--- src/timer_unit_pkg.sv ---
package timer_unit_pkg;

	// Width of every timer and of the capture/reload register
	localparam int TMR_W = 16;
	// Five timers: three in module one, two in module two
	localparam int NUM_TMR = 5;
	// Timer slots: aux a, core one, aux b (module one); aux c, core two (module two)
	localparam int IX_A = 0;
	localparam int IX_CORE1 = 1;
	localparam int IX_B = 2;
	localparam int IX_C = 3;
	localparam int IX_CORE2 = 4;
	// Pin slots above the timer pins: direction pins, then the capture pin
	localparam int IX_DIR0 = NUM_TMR;
	localparam int IX_CAP = 2 * NUM_TMR;
	localparam int NUM_PIN = 2 * NUM_TMR + 1;

	// Finest step is 16 state-time units; one clock is two units
	localparam int RES_STU = 16;
	localparam int STU_PER_CLK = 2;
	localparam int PRESC_BASE = RES_STU / STU_PER_CLK;
	// Prescaler select width and divider width (base shifted by up to 7)
	localparam int PSEL_W = 3;
	localparam int PRESC_W = 10;

	// Basic operating modes of a timer
	typedef enum logic [1:0] {
		MODE_TIMER = 2'h0,
		MODE_GATED = 2'h1,
		MODE_COUNTER = 2'h2,
		MODE_INCR = 2'h3
	} mode_e;

	// Function of an auxiliary timer of module one
	typedef enum logic [1:0] {
		AUX_COUNT = 2'h0,
		AUX_CAPTURE = 2'h1,
		AUX_RELOAD = 2'h2
	} aux_fn_e;

	// Edge select field: bit 0 rising, bit 1 falling
	localparam int EDGE_RISE_BIT = 0;
	localparam int EDGE_FALL_BIT = 1;
	// Reload trigger of the core timer
	localparam logic [1:0] RLD_PIN = 2'h0;
	localparam logic [1:0] RLD_TL_RISE = 2'h1;
	localparam logic [1:0] RLD_TL_FALL = 2'h2;
	localparam logic [1:0] RLD_TL_ANY = 2'h3;
	// Trigger of the module-two capture: bit 0 core count pin, bit 1 core direction pin
	localparam logic [1:0] CAP_SRC_PIN = 2'h0;

	// Per-timer configuration
	typedef struct packed {
		logic run;
		mode_e mode;
		logic [PSEL_W-1:0] presc;
		logic down;
		logic ext_dir;
		logic gate_hi;
		logic [1:0] edge_sel;
		logic alt_src;
	} timer_cfg_s;

	// Capture/reload setup of aux a or aux b
	typedef struct packed {
		aux_fn_e fn;
		logic [1:0] edge_sel;
		logic [1:0] rld_src;
	} aux_cfg_s;

	// Module-two capture/reload setup
	typedef struct packed {
		logic rel_en;
		logic [1:0] cap_src;
		logic [1:0] cap_edge;
		logic clr_c;
	} mod2_cfg_s;

	// Selected edge seen
	function automatic logic edge_hit(input logic [1:0] sel, input logic rise, input logic fall);
		return (sel[EDGE_RISE_BIT] & rise) | (sel[EDGE_FALL_BIT] & fall);
	endfunction : edge_hit

endpackage : timer_unit_pkg
--- src/general_purpose_timer_unit.sv ---
`timescale 1ns/1ps

module general_purpose_timer_unit #(
	parameter int TMR_W = timer_unit_pkg::TMR_W
) (
	// Clock and reset
	input wire logic clk,
	input wire logic rst_n,
	// Gate/clock and direction pins, one per timer
	input wire logic [timer_unit_pkg::NUM_TMR-1:0] timer_gate_clock_input,
	input wire logic [timer_unit_pkg::NUM_TMR-1:0] timer_direction_input,
	// Capture pin of module two
	input wire logic capture_trigger_input,
	// Configuration
	input timer_unit_pkg::timer_cfg_s tmr_cfg [timer_unit_pkg::NUM_TMR],
	input timer_unit_pkg::aux_cfg_s aux_cfg [2],
	input timer_unit_pkg::mod2_cfg_s mod2_cfg,
	// Software loads
	input wire logic [timer_unit_pkg::NUM_TMR-1:0] tmr_wr,
	input wire logic capture_reload_reg_wr,
	input wire logic [TMR_W-1:0] wr_data,
	// Timer state
	output logic [TMR_W-1:0] tmr_val [timer_unit_pkg::NUM_TMR],
	output logic [TMR_W-1:0] capture_reload_reg,
	output logic [timer_unit_pkg::NUM_TMR-1:0] wrap_evt_r,
	output logic capture_evt_r,
	// Toggle latches
	output logic core_toggle_latch,
	output logic core_toggle_output_pin,
	output logic toggle_two_latch
);

	// Short local names for package figures
	localparam int NT = timer_unit_pkg::NUM_TMR;
	localparam int NP = timer_unit_pkg::NUM_PIN;
	localparam int PW = timer_unit_pkg::PRESC_W;
	// Aux timers of module one, by aux config slot
	localparam int AUX_IX [2] = '{timer_unit_pkg::IX_A, timer_unit_pkg::IX_B};

	// The package types carry a fixed 16-bit layout
	if (TMR_W != timer_unit_pkg::TMR_W) begin : g_chk
		$error("general_purpose_timer_unit: TMR_W must match the package width");
	end

	// Reset release synchroniser
	logic [1:0] rst_sync_r;
	// Reset used by the whole design
	logic rst_q_n;
	// Free-running prescaler divider
	logic [PW-1:0] div_r;
	// Pin synchronisers, filtered levels and edges
	logic [2:0] pin_sync_r [NP];
	logic [NP-1:0] pin_lvl_r;
	logic [NP-1:0] pin_rise_r;
	logic [NP-1:0] pin_fall_r;
	// All pins in one vector
	logic [NP-1:0] pins_all;
	// Per-timer cell controls
	logic [NT-1:0] pre_tick;
	logic [NT-1:0] alt_evt;
	logic [NT-1:0] stop;
	logic [NT-1:0] ld;
	logic [TMR_W-1:0] ld_val [NT];
	// Per-timer cell results
	logic [TMR_W-1:0] cnt [NT];
	logic [NT-1:0] ovf;
	logic [NT-1:0] unf;
	// Toggle latches and their transitions
	logic tl1_r;
	logic tl2_r;
	logic tl1_chg;
	logic tl1_rise;
	logic tl1_fall;
	logic tl2_chg;
	// Module-two capture event
	logic cap_evt;
	// Capture/reload register
	logic [TMR_W-1:0] capture_reload_reg_r;

	// Prescaler tap: true once every PRESC_BASE << sel clocks
	function automatic logic presc_tick(input logic [PW-1:0] dc,
		input logic [timer_unit_pkg::PSEL_W-1:0] sel);
		logic [PW-1:0] mask;
		mask = PW'((timer_unit_pkg::PRESC_BASE << sel) - 1);
		return (dc & mask) == mask;
	endfunction : presc_tick

	// Reload trigger decode for one aux timer
	function automatic logic rld_hit(input timer_unit_pkg::aux_cfg_s ac,
		input logic pr, input logic pf, input logic tr, input logic tf);
		logic hit;
		hit = 1'b0;
		case (ac.rld_src)
			timer_unit_pkg::RLD_PIN: begin
				hit = timer_unit_pkg::edge_hit(ac.edge_sel, pr, pf);
			end
			timer_unit_pkg::RLD_TL_RISE: begin
				hit = tr;
			end
			timer_unit_pkg::RLD_TL_FALL: begin
				hit = tf;
			end
			timer_unit_pkg::RLD_TL_ANY: begin
				hit = tr | tf;
			end
			default: begin
				hit = 1'b0;
			end
		endcase
		return (ac.fn == timer_unit_pkg::AUX_RELOAD) & hit;
	endfunction : rld_hit

	// Reset: asynchronous assert, release after two clocks
	always_ff @(posedge clk or negedge rst_n) begin
		if (!rst_n) begin
			rst_sync_r <= 2'h0;
		end else begin
			rst_sync_r <= {rst_sync_r[0], 1'b1};
		end
	end

	assign rst_q_n = rst_sync_r[1];

	// Prescaler divider shared by all timers
	always_ff @(posedge clk or negedge rst_q_n) begin
		if (!rst_q_n) begin
			div_r <= '0;
		end else begin
			div_r <= div_r + 1'b1;
		end
	end

	assign pins_all = {capture_trigger_input, timer_direction_input, timer_gate_clock_input};

	// Pin synchronisers; a level counts once stages two and three agree
	for (genvar p = 0; p < NP; p++) begin : g_pin
		always_ff @(posedge clk or negedge rst_q_n) begin
			if (!rst_q_n) begin
				pin_sync_r[p] <= 3'h0;
				pin_lvl_r[p] <= 1'b0;
				pin_rise_r[p] <= 1'b0;
				pin_fall_r[p] <= 1'b0;
			end else begin
				pin_sync_r[p] <= {pin_sync_r[p][1:0], pins_all[p]};
				// Stage one is read only by stage two
				if (pin_sync_r[p][1] == pin_sync_r[p][2]) begin
					pin_lvl_r[p] <= pin_sync_r[p][2];
					pin_rise_r[p] <= pin_sync_r[p][2] & ~pin_lvl_r[p];
					pin_fall_r[p] <= ~pin_sync_r[p][2] & pin_lvl_r[p];
				end else begin
					pin_rise_r[p] <= 1'b0;
					pin_fall_r[p] <= 1'b0;
				end
			end
		end
	end

	// Toggle latch transitions happen in the cycle of the wrap
	// toggle on each wrap
	assign tl1_chg = ovf[timer_unit_pkg::IX_CORE1] | unf[timer_unit_pkg::IX_CORE1];
	assign tl1_rise = tl1_chg & ~tl1_r;
	assign tl1_fall = tl1_chg & tl1_r;
	assign tl2_chg = ovf[timer_unit_pkg::IX_CORE2] | unf[timer_unit_pkg::IX_CORE2];

	// Module-two capture trigger select
	always_comb begin
		if (mod2_cfg.cap_src == timer_unit_pkg::CAP_SRC_PIN) begin
			cap_evt = timer_unit_pkg::edge_hit(mod2_cfg.cap_edge,
				pin_rise_r[timer_unit_pkg::IX_CAP], pin_fall_r[timer_unit_pkg::IX_CAP]);
		end else begin
			cap_evt = (mod2_cfg.cap_src[0] &
				(pin_rise_r[timer_unit_pkg::IX_CORE1] | pin_fall_r[timer_unit_pkg::IX_CORE1])) |
				(mod2_cfg.cap_src[1] &
				(pin_rise_r[timer_unit_pkg::IX_DIR0 + timer_unit_pkg::IX_CORE1] |
				pin_fall_r[timer_unit_pkg::IX_DIR0 + timer_unit_pkg::IX_CORE1]));
		end
	end

	// Per-timer controls: loads, stops and alternate clocks
	always_comb begin
		// Defaults: software write loads, nothing stopped
		for (int i = 0; i < NT; i++) begin
			pre_tick[i] = presc_tick(div_r, tmr_cfg[i].presc);
			ld[i] = tmr_wr[i];
			ld_val[i] = wr_data;
			stop[i] = 1'b0;
			alt_evt[i] = 1'b0;
		end
		// Aux a and aux b of module one
		for (int k = 0; k < 2; k++) begin
			stop[AUX_IX[k]] = aux_cfg[k].fn != timer_unit_pkg::AUX_COUNT;
			// latch clocks aux; concatenation with core
			alt_evt[AUX_IX[k]] = tl1_chg;
			if ((aux_cfg[k].fn == timer_unit_pkg::AUX_CAPTURE) &&
				timer_unit_pkg::edge_hit(aux_cfg[k].edge_sel,
				pin_rise_r[AUX_IX[k]], pin_fall_r[AUX_IX[k]])) begin
				ld[AUX_IX[k]] = 1'b1;
				ld_val[AUX_IX[k]] = cnt[timer_unit_pkg::IX_CORE1];
			end
		end
		// reload core; aux a wins a tie
		if (rld_hit(aux_cfg[1], pin_rise_r[timer_unit_pkg::IX_B],
			pin_fall_r[timer_unit_pkg::IX_B], tl1_rise, tl1_fall)) begin
			ld[timer_unit_pkg::IX_CORE1] = 1'b1;
			ld_val[timer_unit_pkg::IX_CORE1] = cnt[timer_unit_pkg::IX_B];
		end
		if (rld_hit(aux_cfg[0], pin_rise_r[timer_unit_pkg::IX_A],
			pin_fall_r[timer_unit_pkg::IX_A], tl1_rise, tl1_fall)) begin
			ld[timer_unit_pkg::IX_CORE1] = 1'b1;
			ld_val[timer_unit_pkg::IX_CORE1] = cnt[timer_unit_pkg::IX_A];
		end
		alt_evt[timer_unit_pkg::IX_C] = tl2_chg;
		if (cap_evt && mod2_cfg.clr_c) begin
			ld[timer_unit_pkg::IX_C] = 1'b1;
			ld_val[timer_unit_pkg::IX_C] = '0;
		end
		if (mod2_cfg.rel_en && tl2_chg) begin
			ld[timer_unit_pkg::IX_CORE2] = 1'b1;
			ld_val[timer_unit_pkg::IX_CORE2] = capture_reload_reg_r;
		end
	end

	// five timer cells; per-timer mode; a gate/clock pin and a direction pin each
	for (genvar t = 0; t < NT; t++) begin : g_tmr
		timer_cell #(
			.W(TMR_W)
		) u_cell (
			.clk(clk),
			.rst_n(rst_q_n),
			.cfg(tmr_cfg[t]),
			.pre_tick(pre_tick[t]),
			.in_lvl(pin_lvl_r[t]),
			.in_rise(pin_rise_r[t]),
			.in_fall(pin_fall_r[t]),
			.eud_lvl(pin_lvl_r[timer_unit_pkg::IX_DIR0 + t]),
			.eud_chg(pin_rise_r[timer_unit_pkg::IX_DIR0 + t] |
				pin_fall_r[timer_unit_pkg::IX_DIR0 + t]),
			.alt_evt(alt_evt[t]),
			.stop(stop[t]),
			.ld(ld[t]),
			.ld_val(ld_val[t]),
			.cnt_r(cnt[t]),
			.ovf(ovf[t]),
			.unf(unf[t])
		);
		assign tmr_val[t] = cnt[t];
	end

	// Toggle latches
	always_ff @(posedge clk or negedge rst_q_n) begin
		if (!rst_q_n) begin
			tl1_r <= 1'b0;
			tl2_r <= 1'b0;
		end else begin
			if (tl1_chg) begin
				tl1_r <= ~tl1_r;
			end
			if (tl2_chg) begin
				tl2_r <= ~tl2_r;
			end
		end
	end

	// latch state on the output pin
	assign core_toggle_latch = tl1_r;
	assign core_toggle_output_pin = tl1_r;
	assign toggle_two_latch = tl2_r;

	// Capture/reload register; a capture beats a software write
	always_ff @(posedge clk or negedge rst_q_n) begin
		if (!rst_q_n) begin
			capture_reload_reg_r <= '0;
		end else if (cap_evt) begin
			capture_reload_reg_r <= cnt[timer_unit_pkg::IX_C];
		end else if (capture_reload_reg_wr) begin
			capture_reload_reg_r <= wr_data;
		end
	end

	assign capture_reload_reg = capture_reload_reg_r;

	// Event strobes, one clock after the cause
	always_ff @(posedge clk or negedge rst_q_n) begin
		if (!rst_q_n) begin
			wrap_evt_r <= '0;
			capture_evt_r <= 1'b0;
		end else begin
			wrap_evt_r <= ovf | unf;
			capture_evt_r <= cap_evt;
		end
	end

endmodule : general_purpose_timer_unit

--- src/timer_cell.sv ---
`timescale 1ns/1ps

module timer_cell #(
	parameter int W = 16
) (
	// Clock and synchronised reset
	input wire logic clk,
	input wire logic rst_n,
	// Configuration
	input timer_unit_pkg::timer_cfg_s cfg,
	// Count sources
	input wire logic pre_tick,
	input wire logic in_lvl,
	input wire logic in_rise,
	input wire logic in_fall,
	input wire logic eud_lvl,
	input wire logic eud_chg,
	input wire logic alt_evt,
	// Control from the unit
	input wire logic stop,
	input wire logic ld,
	input wire logic [W-1:0] ld_val,
	// State and wrap events
	output logic [W-1:0] cnt_r,
	output logic ovf,
	output logic unf
);

	// Count step of this cycle
	logic step;
	// Count down this cycle
	logic down;
	// Any edge of the gate/clock pin
	logic in_chg;

	// Width below two leaves no room for a wrap
	if (W < 2) begin : g_chk
		$error("timer_cell: W must be at least 2");
	end

	assign in_chg = in_rise | in_fall;

	// Step and direction per mode
	always_comb begin
		step = 1'b0;
		down = cfg.down ^ (cfg.ext_dir & eud_lvl);
		case (cfg.mode)
			timer_unit_pkg::MODE_TIMER: begin
				step = pre_tick;
			end
			timer_unit_pkg::MODE_GATED: begin
				step = pre_tick & (in_lvl == cfg.gate_hi);
			end
			timer_unit_pkg::MODE_COUNTER: begin
				if (cfg.alt_src) begin
					step = alt_evt;
				end else begin
					step = timer_unit_pkg::edge_hit(cfg.edge_sel, in_rise, in_fall);
				end
			end
			timer_unit_pkg::MODE_INCR: begin
				// Both tracks moving at once is a glitch and is not counted
				step = in_chg ^ eud_chg;
				down = in_chg ? ~(in_lvl ^ eud_lvl) : (in_lvl ^ eud_lvl);
			end
			default: begin
				step = 1'b0;
			end
		endcase
		step = step & cfg.run & ~stop;
	end

	assign ovf = step & ~down & (&cnt_r);
	assign unf = step & down & ~(|cnt_r);

	// Counter register; a load beats a step in the same cycle
	always_ff @(posedge clk or negedge rst_n) begin
		if (!rst_n) begin
			cnt_r <= '0;
		end else if (ld) begin
			cnt_r <= ld_val;
		end else if (step) begin
			cnt_r <= down ? cnt_r - 1'b1 : cnt_r + 1'b1;
		end
	end

endmodule : timer_cell

--- config.mk ---
export PLATFORM = sky130hd
export DESIGN_NAME = general_purpose_timer_unit
export DESIGN_NICKNAME = d
export VERILOG_FILES = /design/src/timer_unit_pkg.sv /design/src/general_purpose_timer_unit.sv /design/src/timer_cell.sv
export SDC_FILE = /design/constraint.sdc
export NUM_CORES = 1
export LEC_CHECK = 0
export BUFFER_PORTS_ARGS = -buffer_cell sky130_fd_sc_hd__buf_4
export CAP_MARGIN = 20
export CORE_UTILIZATION = 52
export CTS_CLUSTER_DIAMETER = 150
export DETAILED_ROUTE_END_ITERATION = 16
export HOLD_SLACK_MARGIN = 0.15
export PLACE_DENSITY = 0.76
export SYNTH_ARGS = -nofsm -noshare
export SYNTH_HDL_FRONTEND = slang
export SYNTH_SLANG_ARGS = --single-unit
--- constraint.sdc ---
create_clock -name clk -period 5 [get_ports clk]
set_clock_uncertainty 0.05 [all_clocks]
set_input_delay 0.25 -clock clk [delete_from_list [all_inputs] [get_ports clk]]
set_output_delay 0.25 -clock clk [all_outputs]
set_load 0.03 [all_outputs]
* Word-level counts from Yosys, hierarchy flattened *
Index checks and enable logic that the tools add are counted.
Widths: inputs -> output; s select.

cells by class
  add/sub/neg operators = 16
  equality and inequality tests = 46
  shifts and indexed selects = 5
  muxes and demuxes = 74
  bitwise logic cells = 165
  reductions and logical operators = 30

operators with widths
  cell                   number
  $mux 16                23
  $and 1x1->1            81
  $add 16x1->16 const B  5
  $reduce_and 16->1      5
  $reduce_or 16->1       5
  $sub 16x1->16 const B  5
  $and 10x10->10         5
  $eq 10x10->1           5
  $shl 4x3->10 const A   5
  $sub 10x2->10 const B  5
  $mux 1                 44
  $not 1->1              41
  $eq 2x2->1 const B     16
  $pmux 1 s4             7
  $or 1x1->1             22
  $eq 2x1->1 const B     9
  $eq 1x1->1             16
  $logic_not 2->1        8
  $reduce_bool 2->1      8
  $xor 1x1->1            15
  $add 10x1->10 const B  1
  $or 5x5->5             1
  $logic_and 1x1->1      4

storage, ports and cells
  register bits after elaboration = 182
  input port bits = 113
  output and inout bits = 105
  word-level logic and storage cells = 392

* Logic depth before layout (Yosys ltp) *
Gate-level depths: netlist of the first run.

  depth after elaboration = 17
  gate-level depth with buffers = 17
  gate-level depth less buffers = 15

* By module *
From an unflattened synthesis of the first run, not the netlist that was laid out.

unflattened totals
  cell total of the unflattened synthesis = 1543
  area, all modules = 14233.7 um^2

modules (own cells, without submodules)
  module                            times used  cells an instance  area each (um^2)  seq. area each (um^2)
  timer_cell (g_tmr[1].u_cell ...)  3           215                1814.2            400.4
  general_purpose_timer_unit        1           487                5362.6            2552.4
  timer_cell (g_tmr[4].u_cell)      1           215                1804.2            400.4
  timer_cell (g_tmr[0].u_cell)      1           196                1624.1            400.4

* Worst setup path before layout of the first run *
No wires, ideal clock.

  path type = register -> register
  start = register pin_rise_r[0]
  end = register g_tmr[0].u_cell.cnt_r[15]
  data arrival time = 4.545 ns
  required time = 4.824 ns
  slack = 0.279 ns
  cell stages (with the launch flop) = 16
  buffers on the path = 0
  period minus slack after synthesis = 4.721 ns
  path through = dfrtp_1 -> nor2_1 -> xor2_1 -> nor2_1 -> a31o_2 -> a221oi_1 -> ha_1 -> o21ai_0 -> o21ai_0 -> a211oi_1 -> o41ai_1 -> a31oi_1 -> xor2_1 -> nor2_1 -> xor2_1 -> a221o_1

on the way
  cells in the longest elaborated chain, start to end = 7
  elaborated cells on any way between the ends = 19
  those cells by class = mux (9); bitwise (8); reduce/logical (2)

RTL lines
  what                                line                               source
  start: declaration                  general_purpose_timer_unit.sv:54   logic [NP-1:0] pin_rise_r;
  start signal: indexed assignment    general_purpose_timer_unit.sv:148  pin_rise_r[p] <= pin_sync_r[p][2] & ~pin_lvl_r[p];
  $and 1x1->1                         timer_unit_pkg.sv:81               return (sel[EDGE_RISE_BIT] & rise) | (sel[EDGE_FALL_BIT] & fall);
  $or 1x1->1                          timer_unit_pkg.sv:81
  $mux 1                              timer_cell.sv:55                   if (cfg.alt_src) begin
  $pmux 1 s4                          timer_cell.sv:47                   case (cfg.mode)
  $and 1x1->1 (2 in series)           timer_cell.sv:70                   step = step & cfg.run & ~stop;
  $reduce_bool 2->1 (no source line)  --
  end signal: assignment              timer_cell.sv:81                   cnt_r <= ld_val;
  end signal: assignment              timer_cell.sv:83                   cnt_r <= down ? cnt_r - 1'b1 : cnt_r + 1'b1;
  end: declaration                    timer_cell.sv:24                   output logic [W-1:0] cnt_r,

Several ways; a longest one is shown, not always the timed one. The select of a mux whose other input is x is not followed.
A chain may end at the register's enable or synchronous reset.

* Worst setup path in the final report of the first run *
  start = register pin_lvl_r[4]
  end = register g_tmr[4].u_cell.cnt_r[15]

on the way
  cells in the longest elaborated chain, start to end = 11
  elaborated cells on any way between the ends = 21
  those cells by class = eq/ne (1); mux (8); bitwise (10); reduce/logical (2)

RTL lines
  what                                                              line                               source
  start: declaration                                                general_purpose_timer_unit.sv:53   logic [NP-1:0] pin_lvl_r;
  start signal: indexed assignment                                  general_purpose_timer_unit.sv:147  pin_lvl_r[p] <= pin_sync_r[p][2];
  parallel branches: the longest is 11 deep, another holds $mux 16  --
  end signal: assignment                                            timer_cell.sv:81
  end signal: assignment                                            timer_cell.sv:83
  end: declaration                                                  timer_cell.sv:24

Several ways; the timed one is not identified. The select of a mux whose other input is x is not followed.

==> impl_metrics.json, run 1 <==
{
  "status": "completed",
  "post_drt_wl_per_cell_microns": 19.2,
  "synth_top_area_cell": "dfrtp_1",
  "clock-root-buffer": "clkbuf_16",
  "clock_latency_ns": 0.44,
  "dr.pass1.iters": 5,
  "grtUsageTotal": 0.308,
  "synth_top_area_frac": 0.351,
  "gp_congestion": 0.931,
  "tightest_slew_ns": 0.803,
  "synthXorXnorAreaFrac": 0.0587,
  "irDropWorstVdd_mv": 0.273,
  "slew_viol_final": 0,
  "routed_via_density": 6.19,
  "period_minus_slack_ns": 4.53,
  "netlist_instances": 1491,
  "synthAdderAreaFrac": 0.0825,
  "crit_family": "compound AO/OA/AOI/OAI gates",
  "ys_warn_count": 0,
  "syn2layout_area_growth_pct": 21.4,
  "cp-end-kind": "flip-flop",
  "synthFlopType": "dfrtp_1",
  "post-place-cells": 1992,
  "cpMostUsedCell": "a21oi_1",
  "initial_core_util": 0.532,
  "synthArstFlopShare": 1.00,
  "hp-class": "in2reg",
  "ys_top_cells_by_area": "dfrtp_1, ha_1, nand2_1",
  "synth_top_family_by_area": "compound AO/OA/AOI/OAI gates",
  "yosysUniqueCellTypes": 95,
  "grt_pass1_vias": 11777,
  "port_buffers": 217,
  "p_leak_nw": 6.96,
  "drtIter0Drc": 1038,
  "fp.dieW_microns": 160,
  "syn_area_per_cell_sq_um": 8.70,
  "num_antenna_cells": 0,
  "grt_pass1_wl_microns": 62600,
  "path_cells": "or3_4, and4_1, nor3_4, ha_1, a211oi_1, o21ai_0, a41oi_1, a21oi_1, a211o_1, a21oi_1, xnor2_1, mux2i_1, o31ai_1, dlygate4sd3_1",
  "die_h_microns": 160,
  "grt_antenna_before_repair": 1,
  "final-setup-viol-count": 0,
  "yosys.area_share.simple": 0.211,
  "required_ns": 5.28,
  "path_buf_inv": 1,
  "slew_headroom": 0.450,
  "crit_fanout": 8,
  "largest_reg_flops": 80,
  "drive_gt1_frac": 0.186,
  "cts.sinks": 182,
  "synth-edff-count": 0,
  "cp_data_arrival_time_ns": 4.81,
  "via_count": 12666,
  "critPathSlowestCell": "dlygate4sd3_1",
  "cp-start-kind": "flip-flop",
  "reg2reg_slack_ns": 0.47,
  "die-area_sq_um": 25600,
  "final_cells": 2046,
  "fp.coreArea_sq_um": 24400,
  "rsz0062_at_grt": "false",
  "grt.overflow.total": 0,
  "drc_errors": 0,
  "path_clk_slew_ns": 0.08,
  "fin_tns_setup_ns": 0,
  "yosysSeqAreaShare": 0.351,
  "slowest_delay_ns": 0.56,
  "nets": 1903,
  "dp_hpwl_microns": 28600,
  "rows": 57,
  "io_pins": 218,
  "muxShareOfSynthArea": 0.0322,
  "ys_ff_latch": 182,
  "ant_nets": 0,
  "cts_tree": "done",
  "syn_area_sq_um": 13000,
  "hold_viol": 0,
  "fin_crit_sh": 0.905,
  "p_per_area_nw_per_um2": 433,
  "path_class": "reg2reg",
  "htreeDepth": 4,
  "maxCapViolations": 0,
  "fmax_ghz": 0.221,
  "grt_max_degree": 137,
  "cts_max_path_buffers": 2,
  "syn_nets": 1685,
  "routed_wl_microns": 39200,
  "cts_buffers": 17,
  "synth_compound_area_frac": 0.232
}
==> logic make-up (layout without fill, tap and decap cells) <==
logic type	count (synthesis)	in the layout
xor+xnor	87	87
other cells	1	1
compound gates	456	456
mux	39	39
fa+ha+maj	83	83
flops	182	182
simple gates	545	545
buf+inv	98	329
==> cells in the mapped netlist, types with 13 or more instances <==
cell / number
nor3_1: 43
o211ai_1: 40
xor2_1: 38
clkbuf_1: 33
and2_1: 18
buf_2: 13
a21oi_1: 102
o21ai_0: 119
nor2b_1: 17
or3_1: 16
or2_2: 16
xnor2_1: 49
nand3_1: 41
a21o_1: 22
nor2_1: 103
ha_1: 76
dfrtp_1: 182
a211oi_1: 21
a31oi_1: 23
mux2i_1: 28
nand4_1: 24
inv_1: 39
nand2_1: 165
nor3b_1: 20
nor4_1: 24
nand2b_1: 14
==> tightest hold or removal path, cell delays in order <==
cell and delay, ns:
buf_4 0.14, mux2i_1 0.08, o21ai_0 0.13
==> path summary, 6_finish.rpt <==
check / cells past startpoint / startpoint / endpoint
min in group asynchronous: 0 / rst_sync_r[1]$_DFF_PN0_ / pin_fall_r[10]$_DFF_PN0_
max: 14 / pin_lvl_r[4]$_DFFE_PN0P_ / g_tmr[4].u_cell.cnt_r[15]$_DFFE_PN0P_
max in group asynchronous: 1 / rst_sync_r[1]$_DFF_PN0_ / g_tmr[2].u_cell.cnt_r[3]$_DFFE_PN0P_
max reg2reg: 14 / pin_lvl_r[4]$_DFFE_PN0P_ / g_tmr[4].u_cell.cnt_r[15]$_DFFE_PN0P_
min: 3 / wr_data[3] / capture_reload_reg[3]$_DFFE_PN0P_
min reg2reg: 0 / pin_sync_r[27]$_DFF_PN0_ / pin_sync_r[28]$_DFF_PN0_
==> power by group <==
| part | switching [mW] | total [mW] | internal [mW] |
|---|---|---|---|
| Sequential | 0.441 | 2.14 | 1.70 |
| Clock | 0.657 | 1.44 | 0.781 |
| Combinational | 1.85 | 3.25 | 1.40 |
==> placed cells by master (no fill, tap or decap), types with 8 or more instances in the layout <==
master | Yosys | final
buf_4 | 4 | 231
o31ai_1 | 9 | 9
clkbuf_16 | 0 | 17
a21oi_1 | 102 | 102
inv_1 | 39 | 39
ha_1 | 76 | 76
nand2b_1 | 14 | 14
and3_1 | 11 | 11
a211oi_1 | 21 | 21
o211ai_1 | 40 | 40
nor2b_1 | 17 | 17
o21bai_1 | 8 | 8
or3_1 | 16 | 16
o32a_1 | 12 | 12
nand3_1 | 41 | 41
nand2_1 | 165 | 165
a21o_1 | 22 | 22
dfrtp_1 | 182 | 181
dlygate4sd3_1 | 0 | 22
xor2_1 | 38 | 38
and2_1 | 18 | 18
a22oi_1 | 8 | 8
nor3_1 | 43 | 42
xnor2_1 | 49 | 49
nand4_1 | 24 | 24
nor4_1 | 24 | 24
nor3b_1 | 20 | 20
a31oi_1 | 23 | 23
nor2_1 | 103 | 103
o21ai_0 | 119 | 119
mux2i_1 | 28 | 28
or2_2 | 16 | 16
==> layer usage <==
metal / vias to the layer above / routed length [microns] / track usage
li1: 5987 / - / -
met1: 6020 / 17300 / 0.439
met2: 590 / 17200 / 0.460
met3: 67 / 3510 / 0.0683
met4: 2 / 1200 / 0.110
met5: - / 13 / 0
==> stage by stage <==
| stage | instance area, sq um | worst slack, ns | utilization | power (mW) | hold slack (ns) |
|---|---|---|---|---|---|
| 4_1_cts | 15800 | 0.491 | 0.646 | 6.81 | 0.154 |
| 6_report | 15800 | 0.475 | 0.646 | 6.83 | 0.156 |
| 3_3_place_gp | 14900 | 1.10 | 0.612 | 5.27 | -0.0164 |
| 5_1_grt | 15800 | 0.259 | 0.646 | 7.26 | 0.154 |
| 2_1_floorplan | 13000 | 0.279 | - | 4.35 | -0.0956 |
| 3_5_place_dp | 14900 | 0.941 | 0.612 | 5.34 | -0.0157 |
==> what timing repair did <==
item | CTS | global route
gates resized for setup | 0 | 0
setup buffers | 0 | 0
hold endpoints to repair | 21 | 0
hold buffers | 22 | 0
endpoints found under the setup margin | 0 | 0
==> final cells by class <==
class	instances	area, sq um
clock inverter	13	159
inverter	43	163
timing repair buffer	254	1970
clock buffer	19	453
tap	324	405
sequential	182	4560
multi-input combinational	1211	8040
fill	2078	8640
No activity file was read; power rests on OpenSTA's default activity.
==> run 2, diff against run 1 <==
--- a/config.mk
+++ b/config.mk
@@ -7,11 +7,13 @@
 export LEC_CHECK = 0
 export BUFFER_PORTS_ARGS = -buffer_cell sky130_fd_sc_hd__buf_4
 export CAP_MARGIN = 20
-export CORE_UTILIZATION = 52
+export CELL_PAD_IN_SITES_DETAIL_PLACEMENT = 1
+export CELL_PAD_IN_SITES_GLOBAL_PLACEMENT = 1
+export CORE_UTILIZATION = 47
 export CTS_CLUSTER_DIAMETER = 150
 export DETAILED_ROUTE_END_ITERATION = 16
 export HOLD_SLACK_MARGIN = 0.15
-export PLACE_DENSITY = 0.76
+export PLACE_DENSITY = 0.88
 export SYNTH_ARGS = -nofsm -noshare
 export SYNTH_HDL_FRONTEND = slang
 export SYNTH_SLANG_ARGS = --single-unit
==> constraint.sdc (replaced) <==
create_clock -name clk -period 5.4 [get_ports clk]
set_clock_uncertainty 0.05 [all_clocks]
set_input_delay 0.27 -clock clk [delete_from_list [all_inputs] [get_ports clk]]
set_output_delay 0.27 -clock clk [all_outputs]
set_load 0.03 [all_outputs]
==> run 2 against run 1 <==
Effect of this change: worst setup slack gained 0.43 ns; largest power group unchanged; critical path type unchanged; combinational power shrank 4%; routed wire length is 22% higher; final area decreased by 0.18%.
==> impl_metrics.json, run 2 (same netlist as run 1, synthesis figures left out) <==
{
  "fp.dieW_microns": 168,
  "whs_endpoint": "capture_reload_reg[1]$_DFFE_PN0P_",
  "stdcell_area_sq_um": 15700,
  "drive_gt1_frac": 0.187,
  "cts_tree": "done",
  "syn2layout_area_growth_pct": 21.2,
  "fmax_ghz": 0.222,
  "nets": 1899,
  "grt_pass1_wl_microns": 75100,
  "routed_via_density": 6.40,
  "fillers": 3190,
  "r2r_cells": 16,
  "fin_crit_sh": 0.832,
  "via_count": 13181,
  "maxCapViolations": 0,
  "clkPwrFrac": 0.206,
  "ant_nets": 0,
  "rsz0062_at_grt": "false",
  "initial_core_util": 0.480,
  "grt_max_degree": 85,
  "tightest_slew_ns": 0.840,
  "slowest_delay_ns": 0.63,
  "path_clk_slew_ns": 0.08,
  "reg2reg_slack_ns": 0.91,
  "rows": 60,
  "clock_latency_ns": 0.45,
  "slew_viol_final": 0,
  "p_sw_mw": 2.91,
  "hold-worst-slack_ns": 0.164,
  "cp_data_arrival_time_ns": 4.79,
  "hold_viol": 0,
  "io_pins": 218,
  "cp-end-kind": "flip-flop",
  "grtUsageTotal": 0.340,
  "die_h_microns": 168,
  "p_per_area_nw_per_um2": 411,
  "post_drt_wl_per_cell_microns": 23.2,
  "grt_pass1_vias": 13661,
  "switching_share": 0.451,
  "clock-root-buffer": "clkbuf_16",
  "hp-start": "wr_data[1]",
  "hp-class": "in2reg",
  "post-place-cells": 2008,
  "post_cts_resized": 0,
  "slew_headroom": 0.439,
  "critPathSlowestCell": "o41ai_1",
  "irDropWorstVdd_mv": 0.171,
  "crit-reg2reg-launch": "pin_rise_r[0]$_DFF_PN0_",
  "final_cell_mix": "buf_4, dfrtp_1, nand2_1, o21ai_0, nor2_1",
  "holdPathStages": 3,
  "cp-start-kind": "flip-flop",
  "cts.sinks": 182,
  "fp.coreArea_sq_um": 27000,
  "final_cells": 2061,
  "p_int_mw": 3.55,
  "p_comb_frac": 0.484,
  "placed_cell_area_sq_um": 14900,
  "p_leak_nw": 6.94,
  "fin_tns_setup_ns": 0,
  "grt_antenna_before_repair": 3,
  "crit_fanout": 13,
  "largest_reg_flops": 80,
  "seq_power_share": 0.310,
  "cts_buffers": 17,
  "dp_hpwl_microns": 34000,
  "path_cells": "nor2_1, xor2_1, nor2_1, a31o_2, a221oi_2, buf_4, ha_1, o21ai_0, nor3_1, a211oi_1, o41ai_1, a31oi_1, xor2_1, nor2_1, xor2_1, a221o_1",
  "path_class": "reg2reg",
  "cts_max_path_buffers": 2,
  "die-area_sq_um": 28300,
  "fin_util": 0.582,
  "port_buffers": 217,
  "drtIter0Drc": 1082,
  "status": "completed",
  "htreeDepth": 4,
  "final-setup-viol-count": 0,
  "required_ns": 5.69,
  "final_common_cell": "buf_4",
  "dr.pass1.iters": 5,
  "r2r_end": "g_tmr[0].u_cell.cnt_r[15]$_DFFE_PN0P_",
  "routed_wl_microns": 47800,
  "period_minus_slack_ns": 4.49,
  "gp_congestion": 0.896,
  "drc_errors": 0,
  "grt.overflow.total": 0
}
==> run 2: area by class of cell <==
class | instances | area [sq um] | area share
antenna | 2 | 5.00 | 0.000318
inverter | 43 | 163 | 0.0103
clock inverter | 13 | 136 | 0.00867
timing repair buffer | 250 | 1940 | 0.123
tap | 341 | 427 | 0.0271
sequential | 182 | 4560 | 0.290
clock buffer | 19 | 453 | 0.0288
multi-input combinational | 1211 | 8040 | 0.511
==> run 2: timing repair <==
action,4_1_cts,5_1_grt
hold buffers,18,0
endpoints found under the setup margin,0,0
setup buffers,0,0
endpoints found under the hold margin,18,0
==> run 2: worst max-delay path by stage <==
stage / endpoint / startpoint / slack [ns]
after floorplan: g_tmr[0].u_cell.cnt_r[15]$_DFFE_PN0P_ / pin_rise_r[0]$_DFF_PN0_ / 0.68
after global placement: g_tmr[0].u_cell.cnt_r[15]$_DFFE_PN0P_ / pin_rise_r[0]$_DFF_PN0_ / 1.28
after detailed placement: g_tmr[0].u_cell.cnt_r[15]$_DFFE_PN0P_ / pin_rise_r[0]$_DFF_PN0_ / 1.02
after CTS: g_tmr[0].u_cell.cnt_r[15]$_DFFE_PN0P_ / pin_rise_r[0]$_DFF_PN0_ / 0.99
after global routing: g_tmr[3].u_cell.cnt_r[2]$_DFFE_PN0P_ / pin_lvl_r[4]$_DFFE_PN0P_ / 0.64
final: g_tmr[0].u_cell.cnt_r[15]$_DFFE_PN0P_ / pin_rise_r[0]$_DFF_PN0_ / 0.91
==> run 2: power by group through the flow <==
stage / logic (mW) / clock network [mW] / registers [mW]
6_report: 3.13 / 1.33 / 2.01
3_3_place_gp: 2.91 / 0 / 1.99
3_5_place_dp: 3.05 / 0 / 2.01
4_1_cts: 3.10 / 1.33 / 1.99
5_1_grt: 3.40 / 1.38 / 2.04
2_1_floorplan: 1.81 / 0 / 2.22
==> run 2: metrics by stage <==
| stage | setup slack [ns] | power (mW) |
|---|---|---|
| 3_5_place_dp | 1.02 | 5.06 |
| 4_1_cts | 0.988 | 6.42 |
| 2_1_floorplan | 0.679 | 4.03 |
| 3_3_place_gp | 1.28 | 4.90 |
| 5_1_grt | 0.637 | 6.81 |
| 6_report | 0.905 | 6.46 |
==> run 2: critical path: cells and delay by family, from the launching register on <==
family	cells	cell delay [ns]
AOI/OAI and AO/OA	7	2.26
xor gates and xnor gates	3	0.49
adders and majority gates	1	0.26
buffers and inverters	1	0.31
DFF	1	0.40
and+or+nand+nor	4	0.62
==> run 2: per-layer routing <==
layer / share of wire / vias up / routed length, microns / GRT usage
li1: - / 5967 / - / -
met1: 0.43 / 6552 / 20400 / 0.442
met4: 0.035 / 2 / 1680 / 0.133
met3: 0.073 / 106 / 3470 / 0.0609
met5: 0.00019 / - / 9 / 0
met2: 0.46 / 554 / 22200 / 0.565
